===== config.mk =====
export PLATFORM = sky130hd
export DESIGN_NAME = wdtrf_top
export DESIGN_NICKNAME = d
export VERILOG_FILES = /design/src/pkg/wdtrf_pkg.sv /design/src/logic/wdtrf_counter.sv /design/src/logic/wdtrf_sync.sv /design/src/logic/wdtrf_top.sv
export SDC_FILE = /design/constraint.sdc
export NUM_CORES = 1
export LEC_CHECK = 0
export ABC_AREA = 1
export BUFFER_PORTS_ARGS = -buffer_cell sky130_fd_sc_hd__buf_2
export CORE_UTILIZATION = 49
export DETAILED_ROUTE_END_ITERATION = 7
export MAX_ROUTING_LAYER = met4
export PLACE_DENSITY = 0.77
export RECOVER_POWER = 25
export SYNTH_ARGS = -nofsm -noshare
export SYNTH_HDL_FRONTEND = slang
export SYNTH_HIERARCHICAL = 1
export SYNTH_SLANG_ARGS = --single-unit

===== constraint.sdc =====
create_clock -name clock_in -period 2.55 [get_ports clock_in]
set_clock_uncertainty 0.1 [all_clocks]
set_input_delay 0 -clock clock_in [delete_from_list [all_inputs] [get_ports clock_in]]
set_output_delay 0 -clock clock_in [all_outputs]
set_load 0.005 [all_outputs]

===== src/pkg/wdtrf_pkg.sv =====
package wdtrf_pkg;

  // apb map, byte addresses
  localparam int unsigned APB_AW       = 12;
  localparam logic [11:0] CTRL_OFFSET  = 12'h060;
  localparam logic [11:0] CAUSE_OFFSET = 12'h064;

  // control register fields
  localparam int unsigned CTRL_FLAG_BIT = 7;
  localparam int unsigned CTRL_IE_BIT   = 6;
  localparam int unsigned CTRL_PS3_BIT  = 5;
  localparam int unsigned CTRL_CE_BIT   = 4;
  localparam int unsigned CTRL_WDE_BIT  = 3;
  localparam int unsigned CTRL_PSLO_MSB = 2;

  // reset cause fields
  localparam int unsigned CAUSE_WD_BIT  = 3;
  localparam int unsigned CAUSE_BO_BIT  = 2;
  localparam int unsigned CAUSE_EXT_BIT = 1;
  localparam int unsigned CAUSE_POR_BIT = 0;

  // change enable window in core cycles
  localparam int unsigned CE_WINDOW_CYCLES = 4;
  localparam logic [1:0]  CE_LAST          = 2'(CE_WINDOW_CYCLES - 1);

  // time-out base in oscillator cycles, largest legal code
  localparam int unsigned WDT_BASE_CYCLES = 2048;
  localparam logic [3:0]  PS_MAX_CODE     = 4'h9;
  localparam int unsigned WDT_CNT_W       = 21;

  // synchroniser lanes and their idle levels (fuse idles unprogrammed)
  localparam int unsigned SYNC_OSC  = 0;
  localparam int unsigned SYNC_BO   = 1;
  localparam int unsigned SYNC_EXT  = 2;
  localparam int unsigned SYNC_FUSE = 3;
  localparam int unsigned SYNC_W    = 4;
  localparam logic [3:0]  SYNC_INIT = 4'h8;

  // watchdog operating modes
  typedef enum logic [3:0] {
    WDTRF_STOP = 4'b0001,
    WDTRF_IRQ  = 4'b0010,
    WDTRF_RST  = 4'b0100,
    WDTRF_BOTH = 4'b1000
  } wdtrf_mode_t;

  // mode from fuse (1 = programmed) and the two enables
  function automatic wdtrf_mode_t wdtrf_decode_mode(input logic fuse_prog,
                                                    input logic system_reset_enable,
                                                    input logic ie);
    wdtrf_mode_t m;
    if (fuse_prog)
      m = WDTRF_RST;
    else
      m = system_reset_enable ? (ie ? WDTRF_BOTH : WDTRF_RST) : (ie ? WDTRF_IRQ : WDTRF_STOP);
    return m;
  endfunction : wdtrf_decode_mode

endpackage : wdtrf_pkg


===== src/logic/wdtrf_counter.sv =====
`timescale 1ns/10ps
module wdtrf_counter
  import wdtrf_pkg::*;
#(
  parameter int unsigned BASE_CYCLES = WDT_BASE_CYCLES
)
(
  // clock and reset
  input  wire logic       clock_in,
  input  wire logic       sys_rst_in,
  // control
  input  wire logic       tick_in,     // one oscillator cycle seen
  input  wire logic       clear_in,    // restart request or reset event
  input  wire logic       run_in,      // mode is not stopped
  input  wire logic [3:0] select_in,   // prescale code
  // result
  output logic            timeout_out  // one-cycle pulse
);

  logic [WDT_CNT_W-1:0] count_r; // oscillator cycles since restart
  logic [WDT_CNT_W-1:0] last;    // final count of the period

  // last count for a code; reserved codes use the longest period
  function automatic logic [WDT_CNT_W-1:0] last_count(input logic [3:0] sel);
    logic [3:0] s;
    s = (sel > PS_MAX_CODE) ? PS_MAX_CODE : sel;
    return WDT_CNT_W'((BASE_CYCLES << s) - 1);
  endfunction : last_count

  assign last = last_count(select_in);

  // count oscillator edges; held at zero when stopped
  always_ff @(posedge clock_in or posedge sys_rst_in)
  begin
    if (sys_rst_in)
    begin
      count_r     <= '0;
      timeout_out <= 1'b0;
    end
    else
    begin
      timeout_out <= 1'b0;
      if (clear_in || !run_in)
        count_r <= '0;
      else if (tick_in)
      begin
        // shrinking the period below the count fires on the next tick
        if (count_r >= last)
        begin
          count_r     <= '0;
          timeout_out <= 1'b1;
        end
        else
          count_r <= count_r + WDT_CNT_W'(1);
      end
    end
  end

endmodule : wdtrf_counter


===== src/logic/wdtrf_sync.sv =====
`timescale 1ns/10ps
module wdtrf_sync
  import wdtrf_pkg::*;
(
  // clock and reset
  input  wire logic              clock_in,
  input  wire logic              sys_rst_in,
  // asynchronous levels in, synchronised levels out
  input  wire logic [SYNC_W-1:0] async_in,
  output logic      [SYNC_W-1:0] sync_out
);

  // per lane two flops; first stage read only by the second
  genvar g;
  generate
    for (g = 0; g < SYNC_W; g++)
    begin : g_lane
      logic meta_r; // first stage
      logic sync_r; // second stage
      always_ff @(posedge clock_in or posedge sys_rst_in)
      begin
        if (sys_rst_in)
        begin
          meta_r <= SYNC_INIT[g];
          sync_r <= SYNC_INIT[g];
        end
        else
        begin
          meta_r <= async_in[g];
          sync_r <= meta_r;
        end
      end
      assign sync_out[g] = sync_r;
    end
  endgenerate

endmodule : wdtrf_sync


===== src/logic/wdtrf_top.sv =====
// Added by the designer: the APB interface to the registers.
`timescale 1ns/10ps
module wdtrf_top
  import wdtrf_pkg::*;
#(
  parameter int unsigned TIMEOUT_BASE_CYCLES = WDT_BASE_CYCLES
)
(
  // clock and power-on reset
  input  wire logic              clock_in,
  input  wire logic              sys_rst_in,
  // apb slave
  input  wire logic              psel_in,
  input  wire logic              penable_in,
  input  wire logic              pwrite_in,
  input  wire logic [APB_AW-1:0] paddr_in,
  input  wire logic [31:0]       pwdata_in,
  input  wire logic [3:0]        pstrb_in,
  output logic      [31:0]       prdata_out,
  output logic                   pready_out,
  output logic                   pslverr_out,
  // asynchronous pins
  input  wire logic              wdt_osc_in,
  input  wire logic              brownout_rst_in,
  input  wire logic              external_rst_in,
  input  wire logic              always_on_fuse_in,
  // core side, same clock
  input  wire logic              global_irq_enable_in,
  input  wire logic              irq_ack_in,
  input  wire logic              wdt_restart_in,
  // results
  output logic                   irq_out,
  output logic                   sys_reset_out
);

  // synchronised pins and edge history
  logic [SYNC_W-1:0] pin_sync;
  logic              osc_prev_r;
  logic              bo_prev_r;
  logic              ext_prev_r;
  logic              osc_tick;   // rising oscillator edge
  logic              bo_evt;     // brown-out reset began
  logic              ext_evt;    // external reset began
  logic              fuse_prog;  // fuse reads 0: programmed

  // control register state
  logic              irq_flag_r;
  logic              irq_en_r;
  logic [3:0]        ps_r;
  logic              ce_r;
  logic [1:0]        ce_cnt_r;
  logic              wde_r;
  // reset cause state
  logic              watchdog_reset_flag_r;
  logic              brownout_reset_flag_r;
  logic              external_reset_flag_r;
  logic              poweron_reset_flag_r;

  // derived
  logic              wde_eff;    // reset enable as seen by software
  logic              ie_eff;     // irq enable after fuse override
  wdtrf_mode_t       mode;
  logic              timeout;
  logic              set_flag;
  logic              wdt_fire;
  logic              sys_evt;    // any non power-on reset happened
  logic              acc;
  logic              setup;
  logic              wr;
  logic              wr_ctrl;
  logic              wr_cause;
  logic [7:0]        ctrl_rd;
  logic [7:0]        cause_rd;

  // pins cross into the core clock here
  wdtrf_sync u_sync (
    .clock_in   (clock_in),
    .sys_rst_in (sys_rst_in),
    .async_in   ({always_on_fuse_in, external_rst_in, brownout_rst_in, wdt_osc_in}),
    .sync_out   (pin_sync)
  );

  // edge history on synchronised levels only
  always_ff @(posedge clock_in or posedge sys_rst_in)
  begin
    if (sys_rst_in)
    begin
      osc_prev_r <= 1'b0;
      bo_prev_r  <= 1'b0;
      ext_prev_r <= 1'b0;
    end
    else
    begin
      osc_prev_r <= pin_sync[SYNC_OSC];
      bo_prev_r  <= pin_sync[SYNC_BO];
      ext_prev_r <= pin_sync[SYNC_EXT];
    end
  end

  assign osc_tick  = pin_sync[SYNC_OSC] & ~osc_prev_r;
  assign bo_evt    = pin_sync[SYNC_BO] & ~bo_prev_r;
  assign ext_evt   = pin_sync[SYNC_EXT] & ~ext_prev_r;
  assign fuse_prog = ~pin_sync[SYNC_FUSE];

  // overrides: cause flag and fuse pin the enables
  assign wde_eff = wde_r | watchdog_reset_flag_r | fuse_prog;
  assign ie_eff  = irq_en_r & ~fuse_prog;
  assign mode    = wdtrf_decode_mode(fuse_prog, wde_eff, ie_eff);

  // time-out action by mode; combined mode resets if flag still pending
  always_comb
  begin
    set_flag = 1'b0;
    wdt_fire = 1'b0;
    unique case (mode)
      WDTRF_STOP: ;
      WDTRF_IRQ:  set_flag = timeout;
      WDTRF_RST:  wdt_fire = timeout;
      WDTRF_BOTH:
      begin
        set_flag = timeout & ~irq_flag_r;
        wdt_fire = timeout & irq_flag_r;
      end
    endcase
  end

  assign sys_evt = sys_reset_out | bo_evt | ext_evt;

  // timer core; cleared by restart and by any system reset
  wdtrf_counter #(
    .BASE_CYCLES (TIMEOUT_BASE_CYCLES)
  ) u_counter (
    .clock_in    (clock_in),
    .sys_rst_in  (sys_rst_in),
    .tick_in     (osc_tick),
    .clear_in    (wdt_restart_in | sys_evt),
    .run_in      (mode != WDTRF_STOP),
    .select_in   (ps_r),
    .timeout_out (timeout)
  );

  // apb decode; zero wait states, write lands at the access edge
  assign setup    = psel_in & ~penable_in;
  assign acc      = psel_in & penable_in & pready_out;
  assign wr       = acc & pwrite_in & pstrb_in[0];
  assign wr_ctrl  = wr && (paddr_in == CTRL_OFFSET);
  assign wr_cause = wr && (paddr_in == CAUSE_OFFSET);

  // read images
  assign ctrl_rd  = {irq_flag_r, ie_eff, ps_r[3], ce_r, wde_eff, ps_r[2:0]};
  assign cause_rd = {4'h0, watchdog_reset_flag_r, brownout_reset_flag_r, external_reset_flag_r, poweron_reset_flag_r};

  // apb answer registers, loaded in the setup cycle
  always_ff @(posedge clock_in or posedge sys_rst_in)
  begin
    if (sys_rst_in)
    begin
      prdata_out  <= 32'h0000_0000;
      pready_out  <= 1'b0;
      pslverr_out <= 1'b0;
    end
    else
    begin
      pready_out  <= setup;
      pslverr_out <= setup && (paddr_in != CTRL_OFFSET) && (paddr_in != CAUSE_OFFSET);
      if (setup)
      begin
        if (paddr_in == CTRL_OFFSET)
          prdata_out <= {24'h00_0000, ctrl_rd};
        else if (paddr_in == CAUSE_OFFSET)
          prdata_out <= {24'h00_0000, cause_rd};
        else
          prdata_out <= 32'h0000_0000; // unmapped reads zero
      end
    end
  end

  // irq flag: time-out set beats ack or write-one clear
  always_ff @(posedge clock_in or posedge sys_rst_in)
  begin
    if (sys_rst_in)
      irq_flag_r <= 1'b0;
    else if (sys_evt)
      irq_flag_r <= 1'b0;
    else if (set_flag)
      irq_flag_r <= 1'b1;
    else if (irq_ack_in || (wr_ctrl && pwdata_in[CTRL_FLAG_BIT]))
      irq_flag_r <= 1'b0;
  end

  // irq enable: software write wins over the handler clear
  always_ff @(posedge clock_in or posedge sys_rst_in)
  begin
    if (sys_rst_in)
      irq_en_r <= 1'b0;
    else if (sys_evt)
      irq_en_r <= 1'b0;
    else if (wr_ctrl)
      irq_en_r <= pwdata_in[CTRL_IE_BIT];
    else if (irq_ack_in && (mode == WDTRF_BOTH))
      irq_en_r <= 1'b0;
  end

  // change enable: open for exactly four cycles after a one is written
  always_ff @(posedge clock_in or posedge sys_rst_in)
  begin
    if (sys_rst_in)
    begin
      ce_r     <= 1'b0;
      ce_cnt_r <= 2'h0;
    end
    else if (sys_evt)
    begin
      ce_r     <= 1'b0;
      ce_cnt_r <= 2'h0;
    end
    else if (wr_ctrl)
    begin
      ce_r     <= pwdata_in[CTRL_CE_BIT];
      ce_cnt_r <= 2'h0;
    end
    else if (ce_r && (ce_cnt_r == CE_LAST))
      ce_r <= 1'b0;
    else if (ce_r)
      ce_cnt_r <= ce_cnt_r + 2'h1;
  end

  // reset enable: setting always allowed, clearing only in the window
  always_ff @(posedge clock_in or posedge sys_rst_in)
  begin
    if (sys_rst_in)
      wde_r <= 1'b0;
    else if (sys_evt)
      wde_r <= 1'b0;
    else if (wr_ctrl && (pwdata_in[CTRL_WDE_BIT] || (ce_r && !watchdog_reset_flag_r)))
      wde_r <= pwdata_in[CTRL_WDE_BIT];
  end

  // prescale select: only changes inside the window
  always_ff @(posedge clock_in or posedge sys_rst_in)
  begin
    if (sys_rst_in)
      ps_r <= 4'h0;
    else if (sys_evt)
      ps_r <= 4'h0;
    else if (wr_ctrl && ce_r)
      ps_r <= {pwdata_in[CTRL_PS3_BIT], pwdata_in[CTRL_PSLO_MSB:0]};
  end

  // one-cycle reset pulse and registered irq request
  always_ff @(posedge clock_in or posedge sys_rst_in)
  begin
    if (sys_rst_in)
    begin
      sys_reset_out <= 1'b0;
      irq_out       <= 1'b0;
    end
    else
    begin
      sys_reset_out <= wdt_fire & ~sys_reset_out;
      irq_out       <= irq_flag_r & ie_eff & global_irq_enable_in;
    end
  end

  // cause flags survive every reset but power-on; hardware set wins
  always_ff @(posedge clock_in or posedge sys_rst_in)
  begin
    if (sys_rst_in)
    begin
      watchdog_reset_flag_r  <= 1'b0;
      brownout_reset_flag_r  <= 1'b0;
      external_reset_flag_r <= 1'b0;
      poweron_reset_flag_r  <= 1'b1;
    end
    else
    begin
      if (sys_reset_out)
        watchdog_reset_flag_r <= 1'b1;
      else if (wr_cause && !pwdata_in[CAUSE_WD_BIT])
        watchdog_reset_flag_r <= 1'b0;
      if (bo_evt)
        brownout_reset_flag_r <= 1'b1;
      else if (wr_cause && !pwdata_in[CAUSE_BO_BIT])
        brownout_reset_flag_r <= 1'b0;
      if (ext_evt)
        external_reset_flag_r <= 1'b1;
      else if (wr_cause && !pwdata_in[CAUSE_EXT_BIT])
        external_reset_flag_r <= 1'b0;
      if (wr_cause && !pwdata_in[CAUSE_POR_BIT])
        poweron_reset_flag_r <= 1'b0;
    end
  end

  // checks
  property p_cause_rsvd_zero;
    @(posedge clock_in) disable iff (sys_rst_in)
      (acc && paddr_in == CAUSE_OFFSET) |-> (prdata_out[31:4] == 28'h0);
  endproperty
  a_cause_rsvd_zero: assert property (p_cause_rsvd_zero) else $error("reserved bits not zero");

  property p_wd_flag_set;
    @(posedge clock_in) disable iff (sys_rst_in)
      sys_reset_out |=> watchdog_reset_flag_r;
  endproperty
  a_wd_flag_set: assert property (p_wd_flag_set) else $error("watchdog flag not set");

  property p_bo_flag_set;
    @(posedge clock_in) disable iff (sys_rst_in)
      bo_evt |=> brownout_reset_flag_r;
  endproperty
  a_bo_flag_set: assert property (p_bo_flag_set) else $error("brown-out flag not set");

  property p_ext_flag_set;
    @(posedge clock_in) disable iff (sys_rst_in)
      ext_evt |=> external_reset_flag_r;
  endproperty
  a_ext_flag_set: assert property (p_ext_flag_set) else $error("external flag not set");

  property p_por_clear_only_write;
    @(posedge clock_in) disable iff (sys_rst_in)
      $fell(poweron_reset_flag_r) |-> $past(wr_cause) && !$past(pwdata_in[CAUSE_POR_BIT]);
  endproperty
  a_por_clear_only_write: assert property (p_por_clear_only_write)
    else $error("power-on flag cleared without write");

  property p_irq_gate;
    @(posedge clock_in) disable iff (sys_rst_in)
      irq_out |-> $past(irq_flag_r) && $past(ie_eff) && $past(global_irq_enable_in);
  endproperty
  a_irq_gate: assert property (p_irq_gate) else $error("irq raised without all enables");

  property p_fuse_forces_reset;
    @(posedge clock_in) disable iff (sys_rst_in)
      fuse_prog |-> (mode == WDTRF_RST) && ctrl_rd[CTRL_WDE_BIT] && !ctrl_rd[CTRL_IE_BIT];
  endproperty
  a_fuse_forces_reset: assert property (p_fuse_forces_reset) else $error("fuse override lost");

  property p_ce_window;
    @(posedge clock_in) disable iff (sys_rst_in)
      (wr_ctrl && pwdata_in[CTRL_CE_BIT] && !sys_evt) ##1 (!wr_ctrl && !sys_evt) [*4]
        |=> !ce_r;
  endproperty
  a_ce_window: assert property (p_ce_window) else $error("change enable outlived window");

  property p_watchdog_reset_flag_holds_wde;
    @(posedge clock_in) disable iff (sys_rst_in)
      watchdog_reset_flag_r |-> ctrl_rd[CTRL_WDE_BIT];
  endproperty
  a_watchdog_reset_flag_holds_wde: assert property (p_watchdog_reset_flag_holds_wde) else $error("reset enable readable low");

  property p_reset_pulse_one;
    @(posedge clock_in) disable iff (sys_rst_in)
      sys_reset_out |=> !sys_reset_out ##1 !irq_flag_r;
  endproperty
  a_reset_pulse_one: assert property (p_reset_pulse_one) else $error("reset pulse too long");

endmodule : wdtrf_top


* After elaboration in Yosys (flattened, before gate mapping)
Index checks and enable logic that the tools add are counted.
** Word-level totals
- Flip-flop bits (word level) :: 83
- Input port bits :: 60
- Output and inout port bits :: 36
** Operators by class
- Add/sub/neg operators :: 3
- $lt $le $gt $ge :: 2
- Equality and inequality tests :: 10
- Shifts and indexed selects :: 1
- Muxes and demuxes :: 38
- Bitwise operators :: 26
- Reductions and logical operators :: 34
** Operators with widths (count)
- two-way mux 21 bit :: 3
- two-way mux 4 bit :: 7
- equality test 12 x 7 -> 1 bit (second input constant) :: 2
- inequality test 12 x 7 -> 1 bit (second input constant) :: 2
- adder 21 x 1 -> 21 bit (second input constant) :: 1
- greater-or-equal comparator 21 bit :: 1
- left shift 12 x 4 -> 21 bit (first input constant) :: 1
- subtractor 21 x 1 -> 21 bit (second input constant) :: 1
- two-way mux 1 bit :: 20
- AND 1 bit :: 14
- logical AND 1 bit :: 14
- nonzero test 2 bit :: 6
- nonzero test 3 bit :: 4
- two-way mux 2 bit :: 5
- two-way mux 8 bit :: 1
- NOT 1 bit :: 7
- zero test 1 bit :: 6
- bitwise OR 1 bit :: 5
- equality test 4 x 2 -> 1 bit (second input constant) :: 1
- equality test 4 x 3 -> 1 bit (second input constant) :: 1
- equality test 4 bit (second input constant) :: 1
- > comparator 4 bit (second input constant) :: 1
- inequality test 4 x 1 -> 1 bit (second input constant) :: 1
- case mux 1 bit (2 select lines) :: 2
- 5 further kinds :: 7

* Depth between registers and ports, before layout
Gate-level depths: netlist of the first run.
- Word-level depth :: 10
- Mapped depth :: 17

* By module
Netlist of the first run, hierarchy kept.
** By module, submodules not included
- wdtrf_counter :: times used 1, cells each 274, area an instance 1929.4 µm², seq. area each 550.5 µm²
- wdtrf_top :: times used 1, cells each 194, area an instance 1720.4 µm², seq. area each 726.9 µm²
- wdtrf_sync :: times used 1, cells each 13, area an instance 236.5 µm², seq. area each 202.7 µm²

* Worst setup path after synthesis of the first run
No wires, ideal clock.
- Path kind :: flip-flop to flip-flop
- Start point :: register ps_r[2]
- End point :: register u_counter.count_r[3]
- Arrival :: 2.314 ns
- Data required time :: 2.335 ns
- Setup slack :: 0.021 ns
- Cell stages (with the launch flop) :: 18
- Path buffers :: 1
- Clock period less this slack :: 2.529 ns
- Path through :: dfrtp_1 nor2_1 nand3_1 ha_1 o211ai_1 xor2_1 inv_1 ha_1 nand2_1 nor2_1 nand2_1 nor2_2 nand2_2 nand2_4 nor2_8 buf_12 nand3_2 nand2_2
** On the way
- Word-level cells in the longest chain between the ends :: 8
** RTL lines
- from (decl) :: RTL line wdtrf_top.sv:49 : logic [3:0] ps_r;
- from (signal assigned) :: RTL line wdtrf_top.sv:247 : ps_r <= {pwdata_in[CTRL_PS3_BIT], pwdata_in[CTRL_PSLO_MSB:0]};
- > comparator 4 bit :: RTL line wdtrf_counter.sv:26 : s = (sel > PS_MAX_CODE) ? PS_MAX_CODE : sel;
- two-way mux 4 bit (*) :: RTL line wdtrf_counter.sv:26
- left shift 12 x 4 -> 21 bit (*) :: RTL line wdtrf_counter.sv:27 : return WDT_CNT_W'((BASE_CYCLES << s) - 1);
- subtractor 21 x 1 -> 21 bit (*) :: RTL line wdtrf_counter.sv:27
- greater-or-equal comparator 21 bit (*) :: RTL line wdtrf_counter.sv:48 : if (count_r >= last)
- two-way mux 21 bit (*) :: RTL line wdtrf_counter.sv:48
- two-way mux 21 bit (*) :: RTL line wdtrf_counter.sv:45 : else if (tick_in)
- two-way mux 21 bit (*) :: RTL line wdtrf_counter.sv:43 : if (clear_in || !run_in)
- to (signal assigned) :: RTL line wdtrf_counter.sv:54 : count_r <= count_r + WDT_CNT_W'(1);
- to (decl) :: RTL line wdtrf_counter.sv:20 : logic [WDT_CNT_W-1:0] count_r;
Mark *: on every way between the ends. The rest lies on a longest branch, timed or not. The select of a mux whose other input is x is not followed.
A chain may end at the register's enable or synchronous reset.

* Worst setup path in the final report of the first run
- Start point :: register ps_r[2]
- End point :: register u_counter.count_r[16]
Same word-level chain as after synthesis.

==> key figures, run 1 <==
Run status
  • Outcome: finished, violations left
  • Failing checks: max-capacitance violations, max-slew violations, negative setup slack

Min path
  • Hold Path Class: input pin to flip-flop

Worst setup path
  • Worst r2r src: ps_r[2]
  • Crit path capture: u_counter/count_r[16]
  • Kind of cell adding the most delay to the critical path: simple AND/OR/NAND/NOR gates
  • R2R Setup Slk: -0.03 ns
  • Crit path max fanout: 6
  • Critical path data arrival time: 2.70 ns
  • Worst Reg-to-Reg Cells: 17
  • Setup CP Type: flip-flop to flip-flop
  • Critical Path Source Type: flip-flop
  • Critical path origin: ps_r[2]
  • Worst Path Buf+Inv: 2
  • Worst EP required: 2.67 ns
  • Slowest-stage cell, CP: dfrtp_1
  • Crit-path cells: nor2_4, nand3_2, ha_4, o211ai_1, xor2_1, inv_1, ha_4, nand2_4, nor2_4, nand2_1, nor2_2, nand2_2, nand2_4, nor2_8, clkbuf_16, nand3_1, nand2_1
  • CP max stage delay: 0.41 ns
  • Number of cells on the critical path: 17
  • Reg-to-Reg End: u_counter/count_r[16]
  • CP Capture Type: flip-flop

Route
  • Total routed wirelength: 8880 um
  • Drt pass-1 iters: 8
  • DR WL/cell: 13.3 um
  • Routed Antenna Nets: 0
  • Vias/cell: 5.07
  • DRT iter0 DRCs: 264
  • Via count: 3,398
  • Detailed-route DRC error count: 0

Synth
  • Cell area after synthesis: 3890 sq um
  • Sequential area share after synthesis: 0.381
  • Netlist cell types: 40
  • Post-Synthesis Cells: 481
  • Syn_area_per_cell: 8.08 sq um
  • FF+latch count, synth: 59
  • Number of synthesis warnings: 6

Layout
  • Layout Cells excl Fill: 670
  • Share of cells above drive strength 1: 0.275
  • Nets: 637
  • Final core occ: 0.616
  • Area growth syn-to-layout: 21.8%
  • Number of antenna repair diodes: 0

Global routing
  • GRT Util Overall: 0.229
  • Busiest grt layer: met2
  • Total congestion overflow: 0
  • Initial antenna violation count: 0
  • Met3 Track Usage GR: 0.0402
  • GR Util met2: 0.376
  • Vias in the first global route: 3,350
  • Global-route wire length before repair: 14,700 um
  • Met1 usage: 0.276
  • Largest net degree at the start of global routing: 30

Clock network
  • Skew-Pair Late Insertion Delay: 0.33 ns
  • CTS root buf: clkbuf_8
  • Num CTS Buffers: 9
  • Worst-path clk slew: 0.07 ns
  • Clock Tree Buf Depth: 2
  • H-tree Lvls: 3
  • Sink Count: 59
  • CTS tree: done

Placement
  • GPL Wtd Cong: 0.869
  • DP Wirelength: 6170 um
  • IO Port Bufs: 44
  • Placed Instances: 628

Floorplanning
  • Number of I/O pins: 96
  • Die height: 91.1 um
  • Die width: 91.1 um
  • Row Count: 32
  • Core Region: 7690 sq um
  • DIE AREA: 8290 sq um
  • Initial Utilization: 0.506

Timing
  • Setup tns final: -0.227 ns
  • Part of the cycle the worst path needs: 1.01
  • RSZ-0062 raised after global routing: yes
  • Fin. max-slew vios: 30
  • Setup WS post-layout: -0.0346 ns
  • Final setup viols: 13
  • Hold Slack: 0.0147 ns
  • Final hold violation count: 0
  • Slew @ Worst Pin: 1.56 ns
  • Fin crit period: 2.58 ns
  • Highest clock rate: 387 MHz
  • Max-slew headroom: -0.0382

Pwr
  • Power density over cell area: 398 nW/um^2
  • Total Power: 0.00188 W
  • Peak VDD IR: 0.000376 V
  • Pleak: 2.46 nW

Run
  • Max cap viols: 1
## cell usage after synthesis, drive strengths merged
master    n  area [sq um]
xor2      9          78.8
o211ai    1          7.51
xnor2     3          26.3
nand4    15          93.8
o21bai    5          37.5
nor4      1          6.26
a31oi     3          18.8
nand3b    4          42.5
dfstp     3          78.8
nor3      3          26.3
o21ai    10          50.0
dfrtp    56          1400
inv      56           210
nand3    51           323
clkinv    1          3.75
clkbuf    2          7.51
or2       2          12.5
nor2     56           360
o221ai    1          8.76
nand2   140           588
ha       13           163
buf      33           259
a21oi     7          35.0
conb      2          7.51
o31ai     4          40.0
## metal layers
layer	share of wire	wire length (um)
met1	0.43	3830
met2	0.51	4500
met3	0.039	345
met4	0.023	204
met5	0	0
## cell usage in the layout, fill, tap and decap left out, types with 14 or more instances in the layout
cell / instances
dlygate4sd3_1: 23
dfrtp_1: 55
buf_2: 43
conb_1: 25
inv_1: 50
nor2_2: 14
nand2_1: 121
nor2_1: 28
nand3_1: 36
nand4_1: 15
## worst min path at each step
stage	slack, ns	endpoint	startpoint	cells past startpoint
floorplan	-0.29	u_sync/g_lane[0].meta_r	sys_rst_in	1
global placement	-0.13	u_sync/g_lane[0].meta_r	sys_rst_in	2
detailed placement	-0.13	u_sync/g_lane[0].meta_r	sys_rst_in	2
CTS	0.005	pslverr_out	paddr_in[7]	5
global route	0.04	prdata_out[2]	paddr_in[1]	5
finish	0.01	pslverr_out	paddr_in[7]	5
## layout make-up
class | instances | area (sq um)
Fill cell | 641 | 2950
Multi-Input combinational cell | 353 | 2120
Timing Repair Buffer | 84 | 611
Tap cell | 102 | 128
Inverter | 57 | 214
Clock inverter | 4 | 26.3
Sequential cell | 59 | 1480
Clock buffer | 11 | 151
## flip-flops by register name, summed over array words and instances (netlist names), 2 cells and up
name	count
u_counter/count_r	21
prdata_out	8
ps_r	4
u_sync/g_lane.meta_r	4
u_sync/g_lane.sync_r	4
ce_cnt_r	2
## worst reg2reg max path, delay by kind of cell (launching register included)
family | cells | cell delay, ns
AO/OA/AOI/OAI | 1 | 0.10
XOR/XNOR | 1 | 0.19
adder cells (fa/ha/maj) | 2 | 0.45
buffers and inverters | 2 | 0.25
flip-flops | 1 | 0.41
AND/OR/NAND/NOR | 11 | 0.97
## per-stage QoR
step	setup WS (ns)	cell area, sq um
after CTS	0.00569	4620
after detailed placement	-0.0615	4160
after global routing	-0.208	4730
after global placement	0.0720	4160
final	-0.0346	4730
after floorplan	0.0206	3970
## power breakdown
group,leakage [nW],internal [W],switching (W)
Clock,0.0912,0.000398,0.000376
Combinational,1.60,0.0000606,0.0000928
Sequential,0.771,0.000950,0.00000619
## logic make-up after synthesis
kind of cell               after synthesis  share of synthesized area
and+or+nand+nor                        272                      0.374
buffers and inverters                   92                      0.124
DFF                                     59                      0.381
AOI/OAI and AO/OA                       31                     0.0509
adders and majority gates               13                     0.0419
xor gates and xnor gates                12                     0.0270
other                                    2                    0.00193
## what timing repair did
action	4_1_cts	5_1_grt
cloned	0	1
resized for setup	8	23
endpoints found under the hold margin	83	0
buffers inserted	3	0
hold buffers	23	0
setup endpoints to repair	21	22
pin swaps	8	14
Note: power is estimated with default switching activity, not from simulation.
==> inputs of run 2 (changes only) <==
Settings changed: SETUP_SLACK_MARGIN from default to 0.15.
==> key figures, run 2 (synthesized netlist as in run 1, its figures left out) <==
Layout
  • Number of antenna repair diodes: 0
  • Top Registers: u_counter/count_r (21), prdata_out (8)
  • Max reg flops: 21
  • Most frequent cells in the layout: nand2_1, dfrtp_1, inv_1
  • Largest Register: u_counter/count_r
  • Area growth syn-to-layout: 20.9%
  • Share of cells above drive strength 1: 0.277
  • Nets: 639
  • Commonest non-fill, non-tap cell in the layout: nand2_1
  • Final instance area: 4700 sq um

Pwr
  • Peak VDD IR: 0.000348 V
  • Power density over cell area: 397 nW/um^2
  • Seq pwr share: 0.512
  • Pleak: 2.46 nW
  • Int Power: 0.00139 W
  • Switching pwr: 0.000480 W
  • Power share of the clock group: 0.406
  • Total Power: 0.00187 W
  • Sw Share: 0.257
  • Comb pwr share: 0.082

Global routing
  • Vias in the first global route: 3,269
  • Initial antenna violation count: 0
  • Largest net degree at the start of global routing: 30
  • GRT Util Overall: 0.221
  • Global-route wire length before repair: 14,200 um
  • Total congestion overflow: 0

Worst setup path
  • Critical path data arrival time: 2.67 ns
  • Worst Reg-to-Reg Cells: 17
  • Worst EP required: 2.66 ns
  • R2R Setup Slk: -0.007 ns
  • Crit path max fanout: 10
  • Worst r2r src: ps_r[2]
  • Setup CP Type: flip-flop to flip-flop
  • Reg-to-Reg End: u_counter/count_r[17]
  • Critical Path Source Type: flip-flop
  • CP Capture Type: flip-flop

Route
  • Routed Antenna Nets: 0
  • Drt pass-1 iters: 5
  • Total routed wirelength: 8280 um
  • DRT iter0 DRCs: 177
  • Detailed-route DRC error count: 0
  • Via count: 3,373
  • Vias/cell: 5.01
  • DR WL/cell: 12.3 um

Run status
  • Outcome: finished, violations left
  • Failing checks: max-capacitance violations, max-slew violations, negative setup slack

Clock network
  • CTS root buf: clkbuf_8
  • Sink Count: 59
  • Num CTS Buffers: 9
  • Clock Tree Buf Depth: 2
  • Skew-Pair Late Insertion Delay: 0.34 ns
  • Worst-path clk slew: 0.07 ns
  • H-tree Lvls: 3
  • CTS tree: done

Min path
  • WHS Endpoint: prdata_out[2]
  • Critical hold path startpoint: paddr_in[0]
  • Hold Path Class: input pin to flip-flop
  • Worst hold path depth: 5

Run
  • Max cap viols: 1

Timing
  • Final setup viols: 2
  • Max-slew headroom: -0.0176
  • Highest clock rate: 391 MHz
  • Slew @ Worst Pin: 1.53 ns
  • Fin. max-slew vios: 30
  • Part of the cycle the worst path needs: 1.00
  • RSZ-0062 raised after global routing: yes
  • Fin crit period: 2.56 ns
  • Setup WS post-layout: -0.00711 ns
  • Final hold violation count: 0

Floorplanning
  • Row Count: 32
  • Die height: 91.1 um
  • DIE AREA: 8290 sq um
  • Initial Utilization: 0.506
  • Number of I/O pins: 96
  • Core Region: 7690 sq um
  • Die width: 91.1 um

Placement
  • GPL Wtd Cong: 0.888
  • IO Port Bufs: 44
  • DP Wirelength: 5760 um
  • Placed cell areas: 4210 sq um
  • Setup WS pre-CTS: -0.0112 ns
==> run 2: cell count changes in the layout (fill, tap and decap cells not counted), sizes merged <==
| cell | previous run | this run |
|---|---|---|
| buf | 58 | 62 |
| clkbuf | 14 | 12 |
| clkinv | 4 | 5 |
| dlygate4sd3 | 23 | 22 |
| inv | 56 | 57 |
==> run 2: worst max path at each step <==
stage                        from               endpoint  depth (start not counted)
after floorplan           ps_r[1]   u_counter/count_r[3]                         17
after global placement    ps_r[3]   u_counter/count_r[0]                         17
after detailed placement  ps_r[3]   u_counter/count_r[0]                         17
after CTS                 ps_r[2]  u_counter/count_r[18]                         17
after global routing      ps_r[2]   u_counter/count_r[0]                         17
final                     ps_r[2]  u_counter/count_r[17]                         17
==> run 2: what timing repair did <==
item | CTS | global route
endpoints found under the hold margin | 83 | 0
setup endpoints to repair | 22 | 22
pin swaps | 0 | 13
resized for setup | 5 | 17
hold buffers | 22 | 0
setup buffers | 2 | 2
==> run 2: layout make-up <==
cell class | instances | area [sq um]
clock inverter | 6 | 40.0
clock buffer | 10 | 138
sequential | 59 | 1480
tap | 102 | 128
fill | 640 | 2990
inverter | 57 | 214
multi-input combinational | 353 | 2090
timing repair buffer | 86 | 614
==> run 2: worst max-delay path: stages, from the launching register on <==
cell and delay (ns):
dfrtp_1 0.42, nor2_4 0.14, nand3_2 0.10, ha_2 0.20, o211ai_1 0.11, xor2_1 0.17, inv_1 0.06, ha_1 0.28
nand2_2 0.06, nor2_4 0.13, nand2_2 0.08, nor2_4 0.12, nand2_2 0.07, nand2_4 0.09, nor2_8 0.04, buf_12 0.14
nand3_1 0.06, nand2_1 0.06
==> run 2: stage by stage <==
| stage | hold slack [ns] | utilization | TNS [ns] | std cells |
|---|---|---|---|---|
| after floorplan | -0.286 | - | 0 | 504 |
| after global placement | -0.137 | 0.548 | 0 | 631 |
| after detailed placement | -0.133 | 0.548 | -0.0761 | 631 |
| after CTS | 0.0140 | 0.604 | 0 | 671 |
| after global routing | 0.0359 | 0.611 | -3.02 | 673 |
| final | 0.0232 | 0.611 | -0.0133 | 673 |
==> run 2: routing by layer <==
metal	up-vias	track usage	share of wire
li1	1654	-	-
met1	1579	0.259	0.42
met2	119	0.371	0.50
met3	21	0.0469	0.056
met4	0	0.0847	0.020
met5	-	-	0
==> run 2: power by group through the flow <==
stage | registers, W | logic [W] | clock network [W]
CTS | 0.000956 | 0.000151 | 0.000776
detailed placement | 0.000974 | 0.000126 | 0
floorplan | 0.000972 | 0.000109 | 0
global placement | 0.000973 | 0.000124 | 0
global route | 0.000957 | 0.000169 | 0.000826
finish | 0.000956 | 0.000152 | 0.000759
==> inputs of run 3 (changes only) <==
Settings changed: CORE_UTILIZATION 49 to 40, PLACE_DENSITY 0.77 to 0.65, SETUP_SLACK_MARGIN 0.15 to 0.2.
==> key figures, run 3 (synthesized netlist as in run 1, its figures left out) <==
Run status
  • Outcome: finished, violations left
  • Failing checks: max-capacitance violations, max-slew violations, negative setup slack

Route
  • Detailed-route DRC error count: 0
  • DRT iter0 DRCs: 155
  • WL met3: 309 um
  • Met2 Routed Length: 4110 um
  • Drt pass-1 iters: 4
  • Total routed wirelength: 8400 um
  • DR top layer: met4
  • DRT met1 WL: 3860 um
  • Via count: 3,293
  • Vias/cell: 4.71
  • DR WL/cell: 12.0 um
  • Routed Antenna Nets: 0

Clock network
  • Worst-path clk slew: 0.09 ns
  • Clock Tree Buf Depth: 2
  • Skew-Pair Late Insertion Delay: 0.34 ns
  • CTS tree: done
  • CTS root buf: clkbuf_8
  • Num CTS Buffers: 9
  • Sink Count: 59
  • H-tree Lvls: 3

Pwr
  • Peak VDD IR: 0.000283 V
  • Pleak: 2.44 nW
  • Power density over cell area: 400 nW/um^2

Worst setup path
  • Crit path max fanout: 10
  • Critical path data arrival time: 2.69 ns
  • CP Capture Type: flip-flop
  • Worst EP required: 2.66 ns
  • Critical Path Source Type: flip-flop
  • Setup CP Type: flip-flop to flip-flop

Timing
  • Slew @ Worst Pin: 1.61 ns
  • Part of the cycle the worst path needs: 1.01
  • Final hold violation count: 0
  • Highest clock rate: 387 MHz
  • RSZ-0062 raised after global routing: yes
  • Final setup viols: 18
  • Hold Slack: 0.0123 ns
  • Max-slew headroom: -0.0731
  • Setup WS post-layout: -0.0310 ns
  • Fin crit period: 2.58 ns
  • Fin. max-slew vios: 30

Global routing
  • Total congestion overflow: 0
  • Global-route wire length before repair: 14,200 um
  • Initial antenna violation count: 0
  • Largest net degree at the start of global routing: 30
  • Vias in the first global route: 3,182
  • GRT Util Overall: 0.185

Layout
  • Nets: 638
  • Layout Cells excl Fill: 699
  • Most frequent cells in the layout: nand2_1, dfrtp_1, inv_1
  • FF+latch area: 1480 sq um
  • Share of cells above drive strength 1: 0.272
  • Number of antenna repair diodes: 0
  • Largest Register: u_counter/count_r
  • Filler cells: 874
  • Area growth syn-to-layout: 21.4%
  • Final core occ: 0.506
  • Commonest non-fill, non-tap cell in the layout: nand2_1
  • Top Registers: u_counter/count_r (21), prdata_out (8)
  • Multi-input gate area: 2070 sq um
  • Max reg flops: 21

Placement
  • Placed Instances: 658
  • GPL Wtd Cong: 0.839
  • Setup WS pre-CTS: -0.0510 ns
  • DP Wirelength: 6160 um
  • IO Port Bufs: 44

Min path
  • Hold Path Class: input pin to flip-flop

Floorplanning
  • Die height: 101 um
  • Number of I/O pins: 96
  • Row Count: 35
  • DIE AREA: 10,100 sq um
  • Die width: 101 um
  • Core Region: 9330 sq um
  • Initial Utilization: 0.417

Run
  • Max cap viols: 1
==> run 3: cell types whose count changed in the layout (fill, tap and decap cells not counted), sizes merged <==
| cell | before | now |
|---|---|---|
| clkbuf | 12 | 13 |
| clkinvlp | 1 | 2 |
| clkinv | 5 | 3 |
| buf | 62 | 61 |
==> run 3: final cells by class <==
type                    instances  area share
clock buffers                  11      0.0300
clock inverters                 5     0.00796
inverters                      57      0.0454
multi-input cells             353       0.439
flip-flops and latches         59       0.314
well taps                     129      0.0342
repair buffers                 85       0.129
==> run 3: report_power, final <==
| group | leakage (nW) | internal, W | switching [W] |
|---|---|---|---|
| registers | 0.773 | 0.000950 | 0.00000606 |
| logic | 1.58 | 0.0000599 | 0.0000921 |
| clock network | 0.0859 | 0.000383 | 0.000397 |
| total | 2.44 | 0.00139 | 0.000495 |
==> run 3: worst max-delay path, stage by stage (launching register included) <==
cell and delay, ns:
dfrtp_1 0.42, nor2_2 0.14, nand3_1 0.10, ha_2 0.21, o211ai_1 0.14, xor2_1 0.17, inv_1 0.06, ha_1 0.28
nand2_2 0.07, nor2_4 0.11, nand2_1 0.07, nor2_2 0.11, nand2_2 0.07, nand2_4 0.10, nor2_8 0.05, buf_12 0.14
nand3_2 0.06, nand2_2 0.05
==> run 3: worst paths after layout <==
| kind | from | to | slack (ns) | cells past startpoint |
|---|---|---|---|---|
| worst max-delay path | ps_r[2] | u_counter/count_r[15] | -0.03 | 17 |
| worst min-delay path | paddr_in[7] | prdata_out[2] | 0.01 | 6 |
| worst max register to register | ps_r[2] | u_counter/count_r[15] | -0.03 | 17 |
| worst min register to register | u_sync/g_lane[2].meta_r | u_sync/g_lane[2].sync_r | 0.25 | 0 |
| max in group asynchronous | sys_rst_in | irq_en_r | 0.74 | 4 |
| min in group asynchronous | sys_rst_in | u_sync/g_lane[2].sync_r | 0.04 | 3 |
==> run 3: metrics by stage <==
stage          setup TNS (ns)  area, sq um  power [W]
2_1_floorplan               0         3980    0.00108
3_3_place_gp                0         4230    0.00110
3_5_place_dp           -0.572         4230    0.00110
4_1_cts              -0.00916         4700    0.00190
5_1_grt                 -3.57         4720    0.00198
6_report               -0.264         4720    0.00189
==> run 3: layer usage <==
| layer | GRT usage | vias to the layer above |
|---|---|---|
| li1 | - | 1657 |
| met1 | 0.222 | 1550 |
| met2 | 0.307 | 80 |
| met3 | 0.0347 | 6 |
| met4 | 0.0758 | 0 |
| met5 | - | - |
==> run 3: timing repair <==
| action | CTS | global route |
|---|---|---|
| pin swaps | 1 | 0 |
| hold buffers | 22 | 0 |
| cloned | 1 | 0 |
| hold endpoints to repair | 83 | 0 |
| buffers inserted | 2 | 0 |
| resized for setup | 8 | 7 |
| endpoints found under the setup margin | 22 | 22 |
